## config.mk

```make
export PLATFORM = sky130hd
export DESIGN_NAME = borpt_top
export DESIGN_NICKNAME = d
export VERILOG_FILES = /design/src/rtl/borpt_pkg.sv /design/src/rtl/borpt_sync_if.sv /design/src/rtl/borpt_slow_sync.sv /design/src/rtl/borpt_top.sv
export SDC_FILE = /design/constraint.sdc
export NUM_CORES = 1
export LEC_CHECK = 0
export BUFFER_PORTS_ARGS = -buffer_cell sky130_fd_sc_hd__buf_4
export CORE_MARGIN = 1
export CORE_UTILIZATION = 59
export CTS_BUF_LIST = sky130_fd_sc_hd__clkbuf_8
export CTS_CLUSTER_SIZE = 8
export DETAILED_ROUTE_END_ITERATION = 8
export GPL_TIMING_DRIVEN = 1
export PLACE_DENSITY = 0.88
export SLEW_MARGIN = 10
export SYNTH_ARGS = -nofsm -noshare
export SYNTH_HDL_FRONTEND = slang
export SYNTH_HIERARCHICAL = 1
export SYNTH_SLANG_ARGS = --single-unit
```

## constraint.sdc

```tcl
create_clock -name core_clk_i -period 4.4 [get_ports core_clk_i]
set_clock_uncertainty 0.05 [all_clocks]
set_input_delay 1.32 -clock core_clk_i [delete_from_list [all_inputs] [get_ports core_clk_i]]
set_output_delay 1.32 -clock core_clk_i [all_outputs]
set_load 0.01 [all_outputs]
```

## src/rtl/borpt_pkg.sv

```systemverilog
// Package of constants and types for the brown-out reset and power-up timer block.
package borpt_pkg;
    // Register map on the Avalon-MM slave (word offsets are byte addresses).
    localparam logic [3:0] CTRL_ADDR = 4'h0;
    localparam logic [3:0] STAT_ADDR = 4'h4;
    localparam logic [3:0] CFG_ADDR = 4'h8;
    // Field positions in the control register.
    localparam int SOFT_EN_BIT = 6;
    localparam int POR_FLAG_BIT = 1;
    localparam int BOR_FLAG_BIT = 0;
    // Reset values.
    localparam logic [1:0] MODE_RST = 2'h3;
    localparam logic [1:0] THRESH_RST = 2'h0;
    localparam logic POWER_UP_TIMER_EN_N_RST = 1'h0;
    // Timing: the slow oscillator period and the counts derived from it at 20 MHz.
    localparam int CLK_PERIOD_NS = 50;
    localparam int SLOW_PERIOD_NS = 32000;
    localparam int SLOW_DIV = SLOW_PERIOD_NS / CLK_PERIOD_NS;
    localparam int POWER_UP_TIMER_PERIODS = 2048;
    localparam int POWER_UP_TIMER_WIDTH = 11;
    localparam int BOR_MIN_NS = 200000;
    localparam int BOR_MIN_TICKS = (BOR_MIN_NS + SLOW_PERIOD_NS - 1) / SLOW_PERIOD_NS;
    localparam int OST_CYCLES = 1024;
    localparam int OST_WIDTH = 10;
    // Brown-out mode field encodings.
    typedef enum logic [1:0] {
        MODE_OFF = 2'b00,
        MODE_SOFT = 2'b01,
        MODE_NOSLEEP = 2'b10,
        MODE_ON = 2'b11
    } borpt_mode_t;
    // Reset sequencer states.
    typedef enum logic [1:0] {
        ST_BOR = 2'b00,
        ST_POWER_UP_TIMER = 2'b01,
        ST_OST = 2'b10,
        ST_RUN = 2'b11
    } borpt_state_t;
endpackage

```

## src/rtl/borpt_sync_if.sv

```systemverilog
// Interface carrying the slow tick and qualified comparator level between modules.
`timescale 1ns/100ps
interface borpt_sync_if;
    logic slow_tick;
    logic below_q;
    modport src (output slow_tick, output below_q);
    modport dst (input slow_tick, input below_q);
endinterface

```

## src/rtl/borpt_slow_sync.sv

```systemverilog
// Slow oscillator tick divider and comparator synchroniser.
`timescale 1ns/100ps
module borpt_slow_sync (
    input wire logic core_clk_i, // core clock
    input wire logic rst_i, // synchronous reset
    input wire logic below_i, // raw comparator level
    borpt_sync_if.src sy // tick and synchronised level
);
    typedef struct packed {
        logic [9:0] div;
        logic tick;
        logic s1;
        logic s2;
        logic below;
    } borpt_ss_t;
    borpt_ss_t st_r, st_nxt;

    always_comb begin
        st_nxt = st_r;
        st_nxt.tick = 1'b0;
        if (st_r.div == 10'(borpt_pkg::SLOW_DIV - 1)) begin
            st_nxt.div = 10'h000;
            st_nxt.tick = 1'b1;
        end else begin
            st_nxt.div = st_r.div + 10'h001;
        end
        st_nxt.s1 = below_i;
        st_nxt.s2 = st_r.s1;
        // The comparator is sampled into the slow domain on each tick.
        if (st_r.tick) begin
            st_nxt.below = st_r.s2;
        end
    end

    always_ff @(posedge core_clk_i) begin
        if (rst_i) begin
            st_r <= '0;
        end else begin
            st_r <= st_nxt;
        end
    end

    assign sy.slow_tick = st_r.tick;
    assign sy.below_q = st_r.below;
endmodule // borpt_slow_sync

```

## src/rtl/borpt_top.sv

```systemverilog
// Brown-out reset control and power-up timer with Avalon-MM register access.
// Summary of operation
// - Detection possible for every mode except 00.
// - Sustained dip beyond minimum duration asserts reset.
// - Reset holds while supply stays below threshold.
// - Power-up timer starts after supply recovers.
// - Dip during timing restarts brown-out and timer.
// - Brown-out and timer enables are independent.
// - Mode 01 uses software enable bit six.
// - Other modes ignore soft enable, read 0.
// - Threshold only from configuration select bits.
// - Brown-out flag cleared on brown-out/power-on; a same-cycle software set wins if the flag was clear.
// - Mode 10 disables detection during Sleep.
// - Mode 00 keeps detection disabled.
// - Mode 11 keeps detection always enabled.
// - Timer counts 2048 slow oscillator periods.
// - Reset held while timer counts.
// - Timer runs when enable-low bit clear.
// - Oscillator start-up delay follows in crystal modes; with the timer disabled, only while the power-on flag is clear.
// - Soft enable resets to 1 in mode 01.
// - Power-on flag cleared only by power-on.
`timescale 1ns/100ps
module borpt_top (
    input wire logic core_clk_i, // 20 MHz clock
    input wire logic rst_i, // power-on reset, synchronous, active high
    input wire logic below_thresh_i, // comparator: supply below threshold
    input wire logic sleep_i, // device is in Sleep
    input wire logic crystal_mode_i, // crystal oscillator mode selected
    input wire logic osc_clk_en_i, // one pulse per main oscillator cycle
    input wire logic [3:0] avs_address_i, // Avalon byte address
    input wire logic avs_read_i, // Avalon read
    input wire logic avs_write_i, // Avalon write
    input wire logic [31:0] avs_writedata_i, // Avalon write data
    input wire logic [3:0] avs_byteenable_i, // Avalon byte enables
    output logic [31:0] avs_readdata_o, // Avalon read data
    output logic avs_waitrequest_o, // Avalon wait request
    output logic [1:0] avs_response_o, // Avalon response
    output logic reset_req_o, // internal reset request
    output logic [1:0] brown_out_threshold_select_o // threshold to comparator
);
    typedef struct packed {
        borpt_pkg::borpt_state_t state;
        logic [1:0] mode;
        logic [1:0] thresh;
        logic power_up_timer_en_n;
        logic soft_en;
        logic por_flag;
        logic bor_flag;
        logic [borpt_pkg::POWER_UP_TIMER_WIDTH-1:0] power_up_timer_cnt;
        logic [3:0] dip_cnt;
        logic [borpt_pkg::OST_WIDTH-1:0] ost_cnt;
        logic ack;
        logic [31:0] rdata;
        logic [1:0] resp;
        logic rst_req;
    } borpt_st_t;
    borpt_st_t st_r, st_nxt;

    borpt_sync_if sy ();

    borpt_slow_sync u_sync (
        .core_clk_i(core_clk_i),
        .rst_i(rst_i),
        .below_i(below_thresh_i),
        .sy(sy)
    );

    function automatic logic mapped(input logic [3:0] a);
        mapped = (a == borpt_pkg::CTRL_ADDR) || (a == borpt_pkg::STAT_ADDR)
            || (a == borpt_pkg::CFG_ADDR);
    endfunction

    logic det_en;
    logic soft_vis;
    logic dip_long;

    always_comb begin
        soft_vis = (st_r.mode == borpt_pkg::MODE_SOFT) && st_r.soft_en;
        unique case (st_r.mode)
            borpt_pkg::MODE_OFF: det_en = 1'b0;
            borpt_pkg::MODE_SOFT: det_en = st_r.soft_en;
            borpt_pkg::MODE_NOSLEEP: det_en = !sleep_i;
            borpt_pkg::MODE_ON: det_en = 1'b1;
            default: det_en = 1'b0;
        endcase
        dip_long = (st_r.dip_cnt >= 4'(borpt_pkg::BOR_MIN_TICKS));
    end

    always_comb begin
        st_nxt = st_r;
        st_nxt.ack = 1'b0;
        // Minimum-duration filter on the synchronised comparator level.
        if (!sy.below_q || !det_en) begin
            st_nxt.dip_cnt = 4'h0;
        end else if (sy.slow_tick && !dip_long) begin
            st_nxt.dip_cnt = st_r.dip_cnt + 4'h1;
        end
        case (st_r.state)
            borpt_pkg::ST_BOR: begin
                st_nxt.power_up_timer_cnt = '0;
                if (!sy.below_q || !det_en) begin
                    if (!st_r.power_up_timer_en_n) begin
                        st_nxt.state = borpt_pkg::ST_POWER_UP_TIMER;
                    end else if (st_r.por_flag == 1'b0 && crystal_mode_i) begin
                        st_nxt.state = borpt_pkg::ST_OST;
                    end else begin
                        st_nxt.state = borpt_pkg::ST_RUN;
                    end
                end
            end
            borpt_pkg::ST_POWER_UP_TIMER: begin
                if (det_en && dip_long) begin
                    st_nxt.state = borpt_pkg::ST_BOR;
                    st_nxt.power_up_timer_cnt = '0;
                    st_nxt.bor_flag = 1'b0;
                end else if (sy.slow_tick) begin
                    st_nxt.power_up_timer_cnt = st_r.power_up_timer_cnt + 11'h001;
                    if (st_r.power_up_timer_cnt == 11'(borpt_pkg::POWER_UP_TIMER_PERIODS - 1)) begin
                        st_nxt.state = crystal_mode_i ? borpt_pkg::ST_OST
                                                      : borpt_pkg::ST_RUN;
                    end
                end
            end
            borpt_pkg::ST_OST: begin
                if (det_en && dip_long) begin
                    st_nxt.state = borpt_pkg::ST_BOR;
                    st_nxt.bor_flag = 1'b0;
                    st_nxt.ost_cnt = '0;
                end else if (osc_clk_en_i) begin
                    st_nxt.ost_cnt = st_r.ost_cnt + 10'h001;
                    if (st_r.ost_cnt == 10'(borpt_pkg::OST_CYCLES - 1)) begin
                        st_nxt.state = borpt_pkg::ST_RUN;
                    end
                end
            end
            borpt_pkg::ST_RUN: begin
                st_nxt.ost_cnt = '0;
                if (det_en && dip_long) begin
                    st_nxt.state = borpt_pkg::ST_BOR;
                    st_nxt.bor_flag = 1'b0;
                end
            end
            default: st_nxt.state = borpt_pkg::ST_BOR;
        endcase
        st_nxt.rst_req = (st_nxt.state != borpt_pkg::ST_RUN);
        // Avalon slave: one wait cycle, then ack with data.
        if ((avs_read_i || avs_write_i) && !st_r.ack) begin
            st_nxt.ack = 1'b1;
            st_nxt.resp = mapped(avs_address_i) ? 2'h0 : 2'h2;
            st_nxt.rdata = 32'h0000_0000;
            if (avs_read_i) begin
                case (avs_address_i)
                    borpt_pkg::CTRL_ADDR: begin
                        st_nxt.rdata[borpt_pkg::SOFT_EN_BIT] = soft_vis;
                        st_nxt.rdata[borpt_pkg::POR_FLAG_BIT] = st_r.por_flag;
                        st_nxt.rdata[borpt_pkg::BOR_FLAG_BIT] = st_r.bor_flag;
                    end
                    borpt_pkg::STAT_ADDR: begin
                        st_nxt.rdata[1:0] = st_r.state;
                        st_nxt.rdata[2] = st_r.rst_req;
                        st_nxt.rdata[3] = det_en;
                        st_nxt.rdata[14:4] = st_r.power_up_timer_cnt;
                    end
                    borpt_pkg::CFG_ADDR: begin
                        st_nxt.rdata[1:0] = st_r.mode;
                        st_nxt.rdata[3:2] = st_r.thresh;
                        st_nxt.rdata[4] = st_r.power_up_timer_en_n;
                    end
                    default: st_nxt.rdata = 32'h0000_0000;
                endcase
            end else if (avs_byteenable_i[0]) begin
                if (avs_address_i == borpt_pkg::CTRL_ADDR) begin
                    if (st_r.mode == borpt_pkg::MODE_SOFT) begin
                        st_nxt.soft_en = avs_writedata_i[borpt_pkg::SOFT_EN_BIT];
                    end
                    // Flags: software may only set; a same-cycle hardware clear wins only if bor_flag was set.
                    if (avs_writedata_i[borpt_pkg::POR_FLAG_BIT]) begin
                        st_nxt.por_flag = 1'b1;
                    end
                    if (avs_writedata_i[borpt_pkg::BOR_FLAG_BIT]
                        && st_nxt.bor_flag == st_r.bor_flag) begin
                        st_nxt.bor_flag = 1'b1;
                    end
                end else if (avs_address_i == borpt_pkg::CFG_ADDR) begin
                    // Configuration bits, as if reprogrammed; threshold is set only here.
                    st_nxt.mode = avs_writedata_i[1:0];
                    st_nxt.thresh = avs_writedata_i[3:2];
                    st_nxt.power_up_timer_en_n = avs_writedata_i[4];
                end
            end
        end
    end

    always_ff @(posedge core_clk_i) begin
        if (rst_i) begin
            st_r <= '0;
            st_r.state <= borpt_pkg::ST_BOR;
            st_r.mode <= borpt_pkg::MODE_RST;
            st_r.thresh <= borpt_pkg::THRESH_RST;
            st_r.power_up_timer_en_n <= borpt_pkg::POWER_UP_TIMER_EN_N_RST;
            st_r.soft_en <= 1'b1;
            st_r.por_flag <= 1'b0;
            st_r.bor_flag <= 1'b0;
            st_r.rst_req <= 1'b1;
        end else begin
            st_r <= st_nxt;
        end
    end

    always_comb begin
        avs_readdata_o = st_r.rdata;
        avs_waitrequest_o = !st_r.ack;
        avs_response_o = st_r.resp;
        reset_req_o = st_r.rst_req;
        brown_out_threshold_select_o = st_r.thresh;
    end
endmodule // borpt_top

```

==> Yosys cells after proc, flatten, opt, wreduce, memory -nomap -nowiden <==
Index checks and enable logic that the tools add are counted.
{ "classes": {"add_sub_neg": 4, "multipliers": 0, "div_mod_pow": 0, "n_lt_le_gt_ge": 1, "n_eq_ne": 15, "shift": 0, "mux": 35, "bitwise_logic": 3, "n_reduce_logical": 28} }
{ "ops": {"columns": ["operator", "n"], "rows": [
  ["$mux W35", 1],
  ["$mux W11", 2],
  ["$pmux W11 S2", 1],
  ["$add A10 B1 Y10 const B", 2],
  ["$eq A10 B10 Y1 const B", 2],
  ["$mux W10", 2],
  ["$mux W2", 10],
  ["$pmux W10 S2", 1],
  ["$mux W15", 1],
  ["$reduce_and A5 Y1", 3],
  ["$add A11 B1 Y11 const B", 1],
  ["$eq A11 B11 Y1 const B", 1],
  ["$mux W1", 11],
  ["$eq A2 B2 Y1 const B", 4],
  ["$mux W8", 1],
  ["$pmux W2 S4", 1],
  ["$logic_and A1 B1 Y1", 6],
  ["$pmux W2 S3", 1],
  ["$pmux W3 S2", 1],
  ["$logic_not A1 Y1", 5],
  ["$add A4 B1 Y4 const B", 1],
  ["$eq A2 B1 Y1 const B", 2],
  ["$eq A4 B3 Y1 const B", 1],
  ["$eq A4 B4 Y1 const B", 1],
  ["15 further kinds", 24]
]} }
{ "totals": {"reg_bits": 85, "latch_bits": 0, "ramBits": 0, "romBits": 0, "input_bits": 48, "output_inout_bits": 38, "mem_count": 0} }

==> Logic depth before layout (Yosys ltp) <==
Gate-level depths: netlist of run 1.
{ "depth": {"ltp_word": 12, "mapped_depth": 7, "mapped_depth_nobuf": 6} }

==> Modules after synthesis <==
The synthesis of run 1 kept the hierarchy.
{ "modules_own_cells": {"columns": ["mod", "instances", "cells_per_inst", "area_per_inst_um2", "seq_area_each_um2"], "rows": [
  ["borpt_top", 1, 305, 2671.3, 1061.0],
  ["borpt_slow_sync", 1, 57, 545.5, 280.3]
]} }

==> Worst setup path after synthesis of run 1 <==
No wires, ideal clock.
{ "synth_timing": {"kind": "in2reg", "start": "input avs_address_i[1]", "end": "register st_r[63] (netlist name)", "setup_ns": 0.122, "t_arrival_ns": 2.488, "required_time_ns": 4.228, "path_slack_ns": 1.740, "path_stages": 4, "path_buffers": 0, "cell_sequence": "or3_1 -> nor4_2 -> a21boi_1 -> a311o_1"} }
{ "synth_via": {"elab_chain_len": 2} }
{ "synth_lines": {"columns": ["item", "line", "text"], "rows": [
  ["from (decl)", "borpt_top.sv:30", "input wire logic [3:0] avs_address_i,"],
  ["$logic_not A4 Y1", "borpt_top.sv:172", "if (avs_address_i == borpt_pkg::CTRL_ADDR) begin"],
  ["$reduce_and A5 Y1 (no line)", null, null],
  ["to (signal assigned)", "borpt_top.sv:206", "st_r <= st_nxt;"],
  ["to (decl)", "borpt_top.sv:57", "borpt_st_t st_r, st_nxt;"]
]} }
Every way passes these cells.
A chain may end at the register's enable or synchronous reset.

==> Worst setup path in the final report of run 1 <==
Same ends and word-level chain as after synthesis.

==> results of run 1 <==
==> metrics by stage <==
stage               instances  worst slack, ns  area (sq um)  hold slack (ns)  total power [mW]
floorplan                 379             1.74          3280            0.364             0.690
global placement          441             1.48          3350            0.368             0.702
detailed placement        441             1.48          3350            0.383             0.704
CTS                       457             1.83          3620            0.398              1.38
global route              457             1.75          3620            0.415              1.42
finish                    457             1.80          3620            0.391              1.37
==> worst max path at each step <==
stage | to | from | cells past startpoint | slack [ns]
4_1_cts | st_r[63]$_SDFFE_PP1P_ | avs_address_i[1] | 5 | 1.83
3_3_place_gp | st_r[63]$_SDFFE_PP1P_ | avs_address_i[1] | 5 | 1.48
3_5_place_dp | st_r[63]$_SDFFE_PP1P_ | avs_address_i[1] | 5 | 1.48
2_1_floorplan | st_r[63]$_SDFFE_PP1P_ | avs_address_i[1] | 4 | 1.74
6_report | st_r[63]$_SDFFE_PP1P_ | avs_address_i[1] | 5 | 1.80
5_1_grt | st_r[52]$_SDFFE_PP0P_ | sleep_i | 6 | 1.75
==> cells in the mapped netlist, types with 5 or more instances <==
library cell	n	share of area [%]
dfxtp_1	67	42
nor2_1	51	6.0
buf_4	36	8.4
a21oi_1	19	3.0
nand2_1	15	1.8
xor2_1	12	3.3
a22oi_1	11	2.6
nand3_1	11	1.7
nand4_1	11	2.1
inv_1	9	1.1
o21ai_0	9	1.4
and3_1	8	1.6
clkbuf_1	7	0.82
nor2b_1	7	1.4
mux2i_1	6	1.9
or3_1	6	1.2
nor3_1	5	0.78
xnor2_1	5	1.4
==> cell type report <==
cell class / count / area [sq um] / area share [%]
clock buffers: 10 / 138 / 3.80
multi-input cells: 256 / 1590 / 44.0
flip-flops and latches: 67 / 1340 / 37.0
repair buffers: 39 / 293 / 8.09
well taps: 70 / 87.6 / 2.42
clock inverters: 6 / 136 / 3.77
inverters: 9 / 33.8 / 0.933
==> logic make-up after synthesis <==
group,count (synthesis),synth area share (%)
XOR/XNOR,17,4.63
multiplexers,6,1.87
flip-flops,67,41.7
other,1,0.117
AO/OA/AOI/OAI,70,15.8
buffers and inverters,56,10.8
AND/OR/NAND/NOR,141,23.6
adder cells (fa/ha/maj),4,1.56
==> worst max-delay path, cell delays in order <==
cell and delay (ns):
buf_4 0.12, or3_1 0.44, nor4_2 0.46, a21boi_1 0.13, a311o_1 0.32
==> sequential cells by signal, summed over array words and instances (netlist names) <==
register / cells
avs_readdata_o: 15
avs_response_o: 1
brown_out_threshold_select_o: 2
reset_req_o: 1
st_r: 34
u_sync/st_nxt: 1
u_sync/st_r: 11
u_sync/sy.below_q: 1
u_sync/sy.slow_tick: 1
==> per-layer routing <==
layer	share of wire, %	wire, um
met3	5.5	344
met1	41	2590
met2	51	3220
met5	0	0
met4	2.0	126
==> report_power, final <==
| group | internal, mW | switching [mW] |
|---|---|---|
| clock network | 0.450 | 0.231 |
| logic | 0.0276 | 0.0447 |
| registers | 0.613 | 0.00652 |
==> results.yml, run 1 <==
run_status:
  status: "completed"
min_path:
  worstHoldPathCells: 1
  hold_start: "u_sync/st_nxt[1]$_SDFF_PP0_"
  min_to: "u_sync/st_r[1]$_SDFF_PP0_"
  hp-class: "reg2reg"
clocking:
  tritoncts: "yes"
  ctsResizeCount: 0
  cts_htree_levels: 3
  clk_latency_ns: 0.34
  hold_buffers: 0
  cts-root-buf: "clkbuf_8"
  post-cts-setup-buffers: 0
  cts_sinks: 67
  clkTransAtPathRegs_ns: 0.07
  clk_path_buf_depth: 2
  numCtsBuffers: 9
timing:
  tns_ns: 0
  relSlewSlack_pct: 46.2
  period_needed_ns: 2.60
  finalCritPeriodShare_pct: 59.0
  hold_viol: 0
  slew_violations: 0
  final-setup-viol-count: 0
  rsz0062_at_grt: "false"
  max_freq_mhz: 385
  worst_pin_slew_ns: 0.806
place:
  gp_congestion: 0.837
  port_buffers: 38
  dpl.hpwl_mm: 4.34
finish:
  final_common_cell: "dfxtp_1"
  n_antenna_cell: 0
  synthToLayoutAreaGrowth_pct: 12.6
  final_nets: 434
  fin_util_pct: 70.0
  drive_gt1_share_pct: 17.8
  final_cell_mix: "dfxtp_1 (67), nor2_1 (51), buf_4 (39)"
  num-fill-cells: 395
global_routing:
  grtUsageTotal_pct: 23.6
  grt_pass1_wl_mm: 10.2
  antenna_found_initial: 0
  grt_overflow: 0
  busiest_layer: "met2"
  grt_pass1_vias: 2401
  grtUsageMet2_pct: 42.6
  use_met3_pct: 6.75
  grtUsageMet1_pct: 25.3
  grt_max_degree: 44
synthesis:
  synth_flop_cell: "dfxtp_1"
  synth_edf_count: 0
  synth_warnings: 6
  synthArstFlopShare_pct: 0
  syn-instance-count: 362
  ys_seq_area_share_pct: 41.7
  ys_types: 58
  syn_area_per_cell_sq_um: 8.89
  syn_area_sq_um: 3220
  synth-seq-cells: 67
critical_path:
  critPathKind: "in2reg"
  r2r_setup_slack_ns: 2.36
  regToRegEndpoint: "st_r[60]$_SDFFE_PP0P_"
  start_kind: "primary input"
  cp-end-kind: "flop"
  cp_data_arrival_time_ns: 2.78
  r2r_cells: 6
  cp_max_fo: 4
  rr_startpoint: "st_r[46]$_SDFFE_PP0P_"
  cp.required_ns: 4.59
die:
  rows: 26
  core_region_area_sq_um: 5170
  die_y_um: 75.8
  initial_core_util_pct: 62.2
  fp.dieArea_sq_um: 5750
  io_pins: 86
  die_x_um: 75.8
route:
  dr.pass1.iters: 7
  initialDrtViolationCount: 197
  drt-total-wl_mm: 6.28
  via_count: 2618
  drc: 0
  ant_nets: 0
  wl_per_cell_um: 13.7
  via_per_inst: 5.73
pwr:
  ir_drop_uv: 276
  power_leakage_nw: 1.38
  power_density_nw_per_um2: 379
job:
  cap_violations: 0
Note: power is estimated with default switching activity, not from simulation.
==> inputs of run 2 (changes only) <==
ABC_AREA = 1   (was default)
CORE_UTILIZATION = 55   (was 59)
PLACE_DENSITY = 0.82   (was 0.88)
clock period = 2.7 ns   (was 4.4 ns; I/O delays follow)
==> run 2 against run 1 <==
Net effect:
- non-clock buffer count is the same
- synthesized cell count grew 37%
- setup slack lost 0.85 ns
- clock power grew 20%
- utilization shrank 5.9 points
- highest routed layer unchanged
==> results.yml, run 2 <==
finish:
  synthToLayoutAreaGrowth_pct: 9.64
  final_nets: 573
  design_area_sq_um: 3880
  drive_gt1_share_pct: 18.6
  regMostFlops: "st_r"
  final_common_cell: "nand2_1"
  n_antenna_cell: 0
  largest_reg_flops: 34
  final_cell_mix: "nand2_1 (111), dfxtp_1 (67), inv_1 (63)"
timing:
  rsz0062_at_grt: "false"
  slew_violations: 0
  finalCritPeriodShare_pct: 64.6
  whs_ns: 0.358
  period_needed_ns: 1.75
  max_freq_mhz: 573
  setup_slack_ns: 0.955
  final-setup-viol-count: 0
  hold_viol: 0
  relSlewSlack_pct: 50.8
  tns_ns: 0
  worst_pin_slew_ns: 0.737
critical_path:
  critPathKind: "reg2out"
  crit_slowest_cell: "dfxtp_1"
  r2r_cells: 9
  cp.required_ns: 1.84
  start_kind: "flop"
  cp-end-kind: "output port"
  cp_data_arrival_time_ns: 0.89
  cp_max_fo: 2
  cp_cell_sequence: "inv_1, buf_4"
  slowest_delay_ns: 0.34
die:
  rows: 28
  initial_core_util_pct: 58.4
  core_region_area_sq_um: 6060
  fp.dieArea_sq_um: 6770
  io_pins: 86
  die_y_um: 82.3
  die_x_um: 82.3
min_path:
  hp-class: "reg2reg"
  worstHoldPathCells: 2
synthesis:
  ys_seq_area_share_pct: 37.9
  syn_area_sq_um: 3540
  ys_types: 36
  syn_area_per_cell_sq_um: 7.13
  synth_top_area_cell: "dfxtp_1"
  synth-seq-cells: 67
  ys_top_cells_by_area: "dfxtp_1 (38%), nand2_1 (12%), buf_4 (7.8%)"
  synth_flop_cell: "dfxtp_1"
  synth_most_common_cell: "nand2_1"
  synth_edf_count: 0
  yosys.area.top_type_share_pct: 37.9
  synthTopCellsByCount: "nand2_1 (111), dfxtp_1 (67), inv_1 (61)"
  synthArstFlopShare_pct: 0
  synth_warnings: 6
  syn-instance-count: 497
route:
  drt-total-wl_mm: 6.81
  drc: 0
  initialDrtViolationCount: 211
  via_count: 2982
  dr.pass1.iters: 4
  wl_per_cell_um: 11.3
  ant_nets: 0
  via_per_inst: 4.96
clocking:
  clkTransAtPathRegs_ns: 0.07
  numCtsBuffers: 9
  clk_path_buf_depth: 2
  ctsResizeCount: 0
  cts_htree_levels: 3
  tritoncts: "yes"
  clk_latency_ns: 0.34
  cts-root-buf: "clkbuf_8"
  post-cts-setup-buffers: 0
  hold_buffers: 0
  cts_sinks: 67
job:
  cap_violations: 0
global_routing:
  grt_pass1_vias: 2694
  grt_overflow: 0
  grt_max_degree: 29
  grt_pass1_wl_mm: 11.3
  antenna_found_initial: 0
  grtUsageTotal_pct: 22.3
pwr:
  power_density_nw_per_um2: 506
  ir_drop_uv: 306
  power_leakage_nw: 1.66
place:
  gp_congestion: 0.850
  port_buffers: 38
  place_ws_ns: 0.642
  dpl.hpwl_mm: 4.95
  placed_area_sq_um: 3690
run_status:
  status: "completed"
run 2: cell type report:
cell class / instances / area (sq um)
timing repair buffer: 39 / 293
clock buffer: 10 / 138
fill: 527 / 2180
sequential: 67 / 1340
inverter: 71 / 267
multi-input combinational: 333 / 1690
tap: 75 / 93.8
clock inverter: 6 / 57.6
run 2: per-stage QoR:
stage / power, mW / util [%] / cells
floorplan: 1.14 / - / 514
global placement: 1.16 / 60.9 / 585
detailed placement: 1.17 / 60.9 / 585
CTS: 1.98 / 64.1 / 601
global route: 2.05 / 64.1 / 601
finish: 1.96 / 64.1 / 601
run 2: final timing paths:
path,start,endpoint,slack [ns]
max reg2reg,st_r[46]$_SDFFE_PP0P_,reset_req_o$_SDFF_PP1_,1.03
min reg2reg,u_sync/st_nxt[1]$_SDFF_PP0_,u_sync/st_r[1]$_SDFF_PP0_,0.36
min,u_sync/st_nxt[1]$_SDFF_PP0_,u_sync/st_r[1]$_SDFF_PP0_,0.36
max,st_r[35]$_SDFF_PP0_,avs_waitrequest_o,0.95
run 2: metal layers:
| metal | track usage [%] | part of all wire (%) | up-vias |
|---|---|---|---|
| met2 | 39.3 | 48 | 84 |
| met3 | 5.60 | 5.5 | 13 |
| met5 | 0 | 0 | - |
| li1 | - | - | 1565 |
| met4 | 11.8 | 1.9 | 0 |
| met1 | 24.5 | 44 | 1320 |
run 2: critical path, delay by kind of cell, from the launching register on:
family / cells / cell delay, ns
buf+inv: 2 / 0.20
flops: 1 / 0.34
run 2: kinds of logic (layout without fill, tap and decap cells):
group                      count (synthesis)  in the layout  share of synthesized area (%)
DFF                                       67             67                           37.9
adders and majority gates                  4              4                           1.41
other                                      1             18                          0.106
buffers and inverters                    114            126                           16.1
and+or+nand+nor                          235            235                           31.5
AOI/OAI and AO/OA                         71             71                           11.7
xor gates and xnor gates                   5              5                           1.24
run 2: report_power, final:
part | switching, mW | leakage (nW) | internal, mW
clock | 0.375 | 0.101 | 0.443
sequential | 0.00932 | 0.542 | 0.999
combinational | 0.0900 | 1.01 | 0.0476
==> inputs of run 3 (changes only) <==
clock period = 1.63 ns   (was 2.7 ns; I/O delays follow)
==> run 3 against run 2 <==
Net effect:
- critical path depth up 8
- flip-flop and latch count unchanged
- global-route usage is 0.57 points higher
- register-to-register slack got worse by 0.95 ns
- cell area is 4.0% higher
- sequential power grew 65%
- first-iteration DRC count shrank 22%
- largest power group unchanged
==> results.yml, run 3 (synthesis results as in run 2) <==
run_status:
  status: "completed"
critical_path:
  cp_max_fo: 8
  critPathKind: "reg2reg"
  cp-end-kind: "flop"
  r2r_setup_slack_ns: 0.08
  cp_data_arrival_time_ns: 1.78
  start_kind: "flop"
  rr_startpoint: "st_r[47]$_SDFFE_PP0P_"
  r2r_cells: 10
  cp.required_ns: 1.86
  regToRegEndpoint: "st_r[60]$_SDFFE_PP0P_"
global_routing:
  grt_pass1_vias: 2824
  grt_pass1_wl_mm: 11.7
  antenna_found_initial: 0
  grtUsageTotal_pct: 22.9
  grt_overflow: 0
  grt_max_degree: 19
finish:
  num-fill-cells: 510
  regMostFlops: "st_r"
  stdcell_count: 615
  drive_gt1_share_pct: 21.9
  final_nets: 588
  final_common_cell: "nand2_1"
  largest_reg_flops: 34
  fin_util_pct: 66.7
  final_cell_mix: "nand2_1 (110), dfxtp_1 (67), inv_1 (61)"
  n_antenna_cell: 0
  synthToLayoutAreaGrowth_pct: 14.1
job:
  cap_violations: 0
clocking:
  clk_path_buf_depth: 2
  clkTransAtPathRegs_ns: 0.07
  cts_sinks: 67
  clk_latency_ns: 0.35
  cts-root-buf: "clkbuf_8"
  numCtsBuffers: 9
  cts_htree_levels: 3
  tritoncts: "yes"
die:
  die_y_um: 82.3
  io_pins: 86
  core_region_area_sq_um: 6060
  rows: 28
  die_x_um: 82.3
  initial_core_util_pct: 58.4
  fp.dieArea_sq_um: 6770
route:
  via_per_inst: 5.00
  ant_nets: 0
  via_count: 3074
  initialDrtViolationCount: 164
  dr.pass1.iters: 4
  drc: 0
  drt-total-wl_mm: 7.08
  wl_per_cell_um: 11.5
pwr:
  p_seq_share_pct: 48.1
  ir_drop_uv: 621
  swShare_pct: 22.8
  power_leakage_nw: 1.75
  clkPwrFrac_pct: 44.9
  p_sw_mw: 0.791
  p_comb_share_pct: 7.0
  power_density_nw_per_um2: 859
  power_mw: 3.47
  p_int_mw: 2.68
place:
  gp_congestion: 0.849
  place_ws_ns: 0.00137
  dpl.hpwl_mm: 5.25
  placed_cells: 598
  port_buffers: 38
min_path:
  min_to: "u_sync/st_nxt[1]$_SDFF_PP0_"
  worstHoldPathCells: 3
  hp-class: "in2reg"
  hold_start: "below_thresh_i"
timing:
  max_freq_mhz: 647
  finalCritPeriodShare_pct: 94.9
  period_needed_ns: 1.55
  tns_ns: 0
  hold_viol: 0
  setup_slack_ns: 0.0834
  slew_violations: 0
  final-setup-viol-count: 0
  rsz0062_at_grt: "false"
## run 3: cell count changes in the layout (fill, tap and decap cells not counted), sizes merged
cell      delta
clkbuf       +1
bufinv       +1
clkinvlp     -2
inv          -2
buf         +15
clkinv       +1
## run 3: through the flow
| step | hold slack [ns] | area [sq um] |
|---|---|---|
| finish | 0.305 | 4040 |
| global route | 0.325 | 4040 |
| CTS | 0.294 | 4010 |
| detailed placement | 0.350 | 3790 |
| global placement | 0.349 | 3790 |
| floorplan | 0.338 | 3610 |
## run 3: routing by layer
| metal | part of all wire (%) | wire length [um] | vias to the layer above | track usage, % |
|---|---|---|---|---|
| met5 | 0 | 0 | - | 0 |
| met4 | 2.3 | 160 | 0 | 11.6 |
| met3 | 5.6 | 398 | 16 | 6.04 |
| met2 | 49 | 3450 | 84 | 39.8 |
| met1 | 43 | 3080 | 1374 | 25.5 |
| li1 | - | - | 1600 | - |
## run 3: worst max path at each step
stage	slack [ns]	start	endpoint	cells after the start
global route	0.0000009	st_r[46]$_SDFFE_PP0P_	st_r[45]$_SDFFE_PP0P_	10
global placement	0.02	avs_address_i[1]	avs_readdata_o[2]$_SDFFE_PP0P_	10
finish	0.08	st_r[47]$_SDFFE_PP0P_	st_r[60]$_SDFFE_PP0P_	10
floorplan	0.20	st_r[46]$_SDFFE_PP0P_	st_r[37]$_SDFFE_PP0P_	9
CTS	0.01	st_r[47]$_SDFFE_PP0P_	st_r[45]$_SDFFE_PP0P_	10
detailed placement	0.001	avs_address_i[1]	avs_readdata_o[2]$_SDFFE_PP0P_	10
## run 3: cell type report
class                   instances  area, sq um  area share [%]
clock buffers                  11          151            3.75
clock inverters                 4         73.8            1.83
repair buffers                 54          405            10.0
well taps                      75         93.8            2.32
inverters                      71          269            6.66
multi-input cells             333         1710            42.2
flip-flops and latches         67         1340            33.2
## run 3: timing repair
| action | in CTS | in global routing |
|---|---|---|
| hold endpoints to repair | 0 | 0 |
| setup endpoints to repair | 0 | 13 |
| buffers inserted | 0 | 2 |
| resized for setup | 0 | 5 |
| hold buffers | 0 | 0 |
## run 3: power by group through the flow
stage / combinational [mW] / sequential, mW / clock (mW)
2_1_floorplan: 0.186 / 1.70 / 0
3_3_place_gp: 0.233 / 1.71 / 0
3_5_place_dp: 0.237 / 1.71 / 0
4_1_cts: 0.239 / 1.67 / 1.58
5_1_grt: 0.269 / 1.67 / 1.66
6_report: 0.242 / 1.67 / 1.56
## run 3: critical path, cell delays in order (launching register included)
cell and delay (ns):
dfxtp_1 0.33, ha_2 0.19, a21oi_2 0.18, inv_2 0.09, nand2_8 0.10, nand2_4 0.07, nand2_4 0.08, nand2_2 0.10
inv_2 0.09, o21ai_1 0.08, a21oi_1 0.13
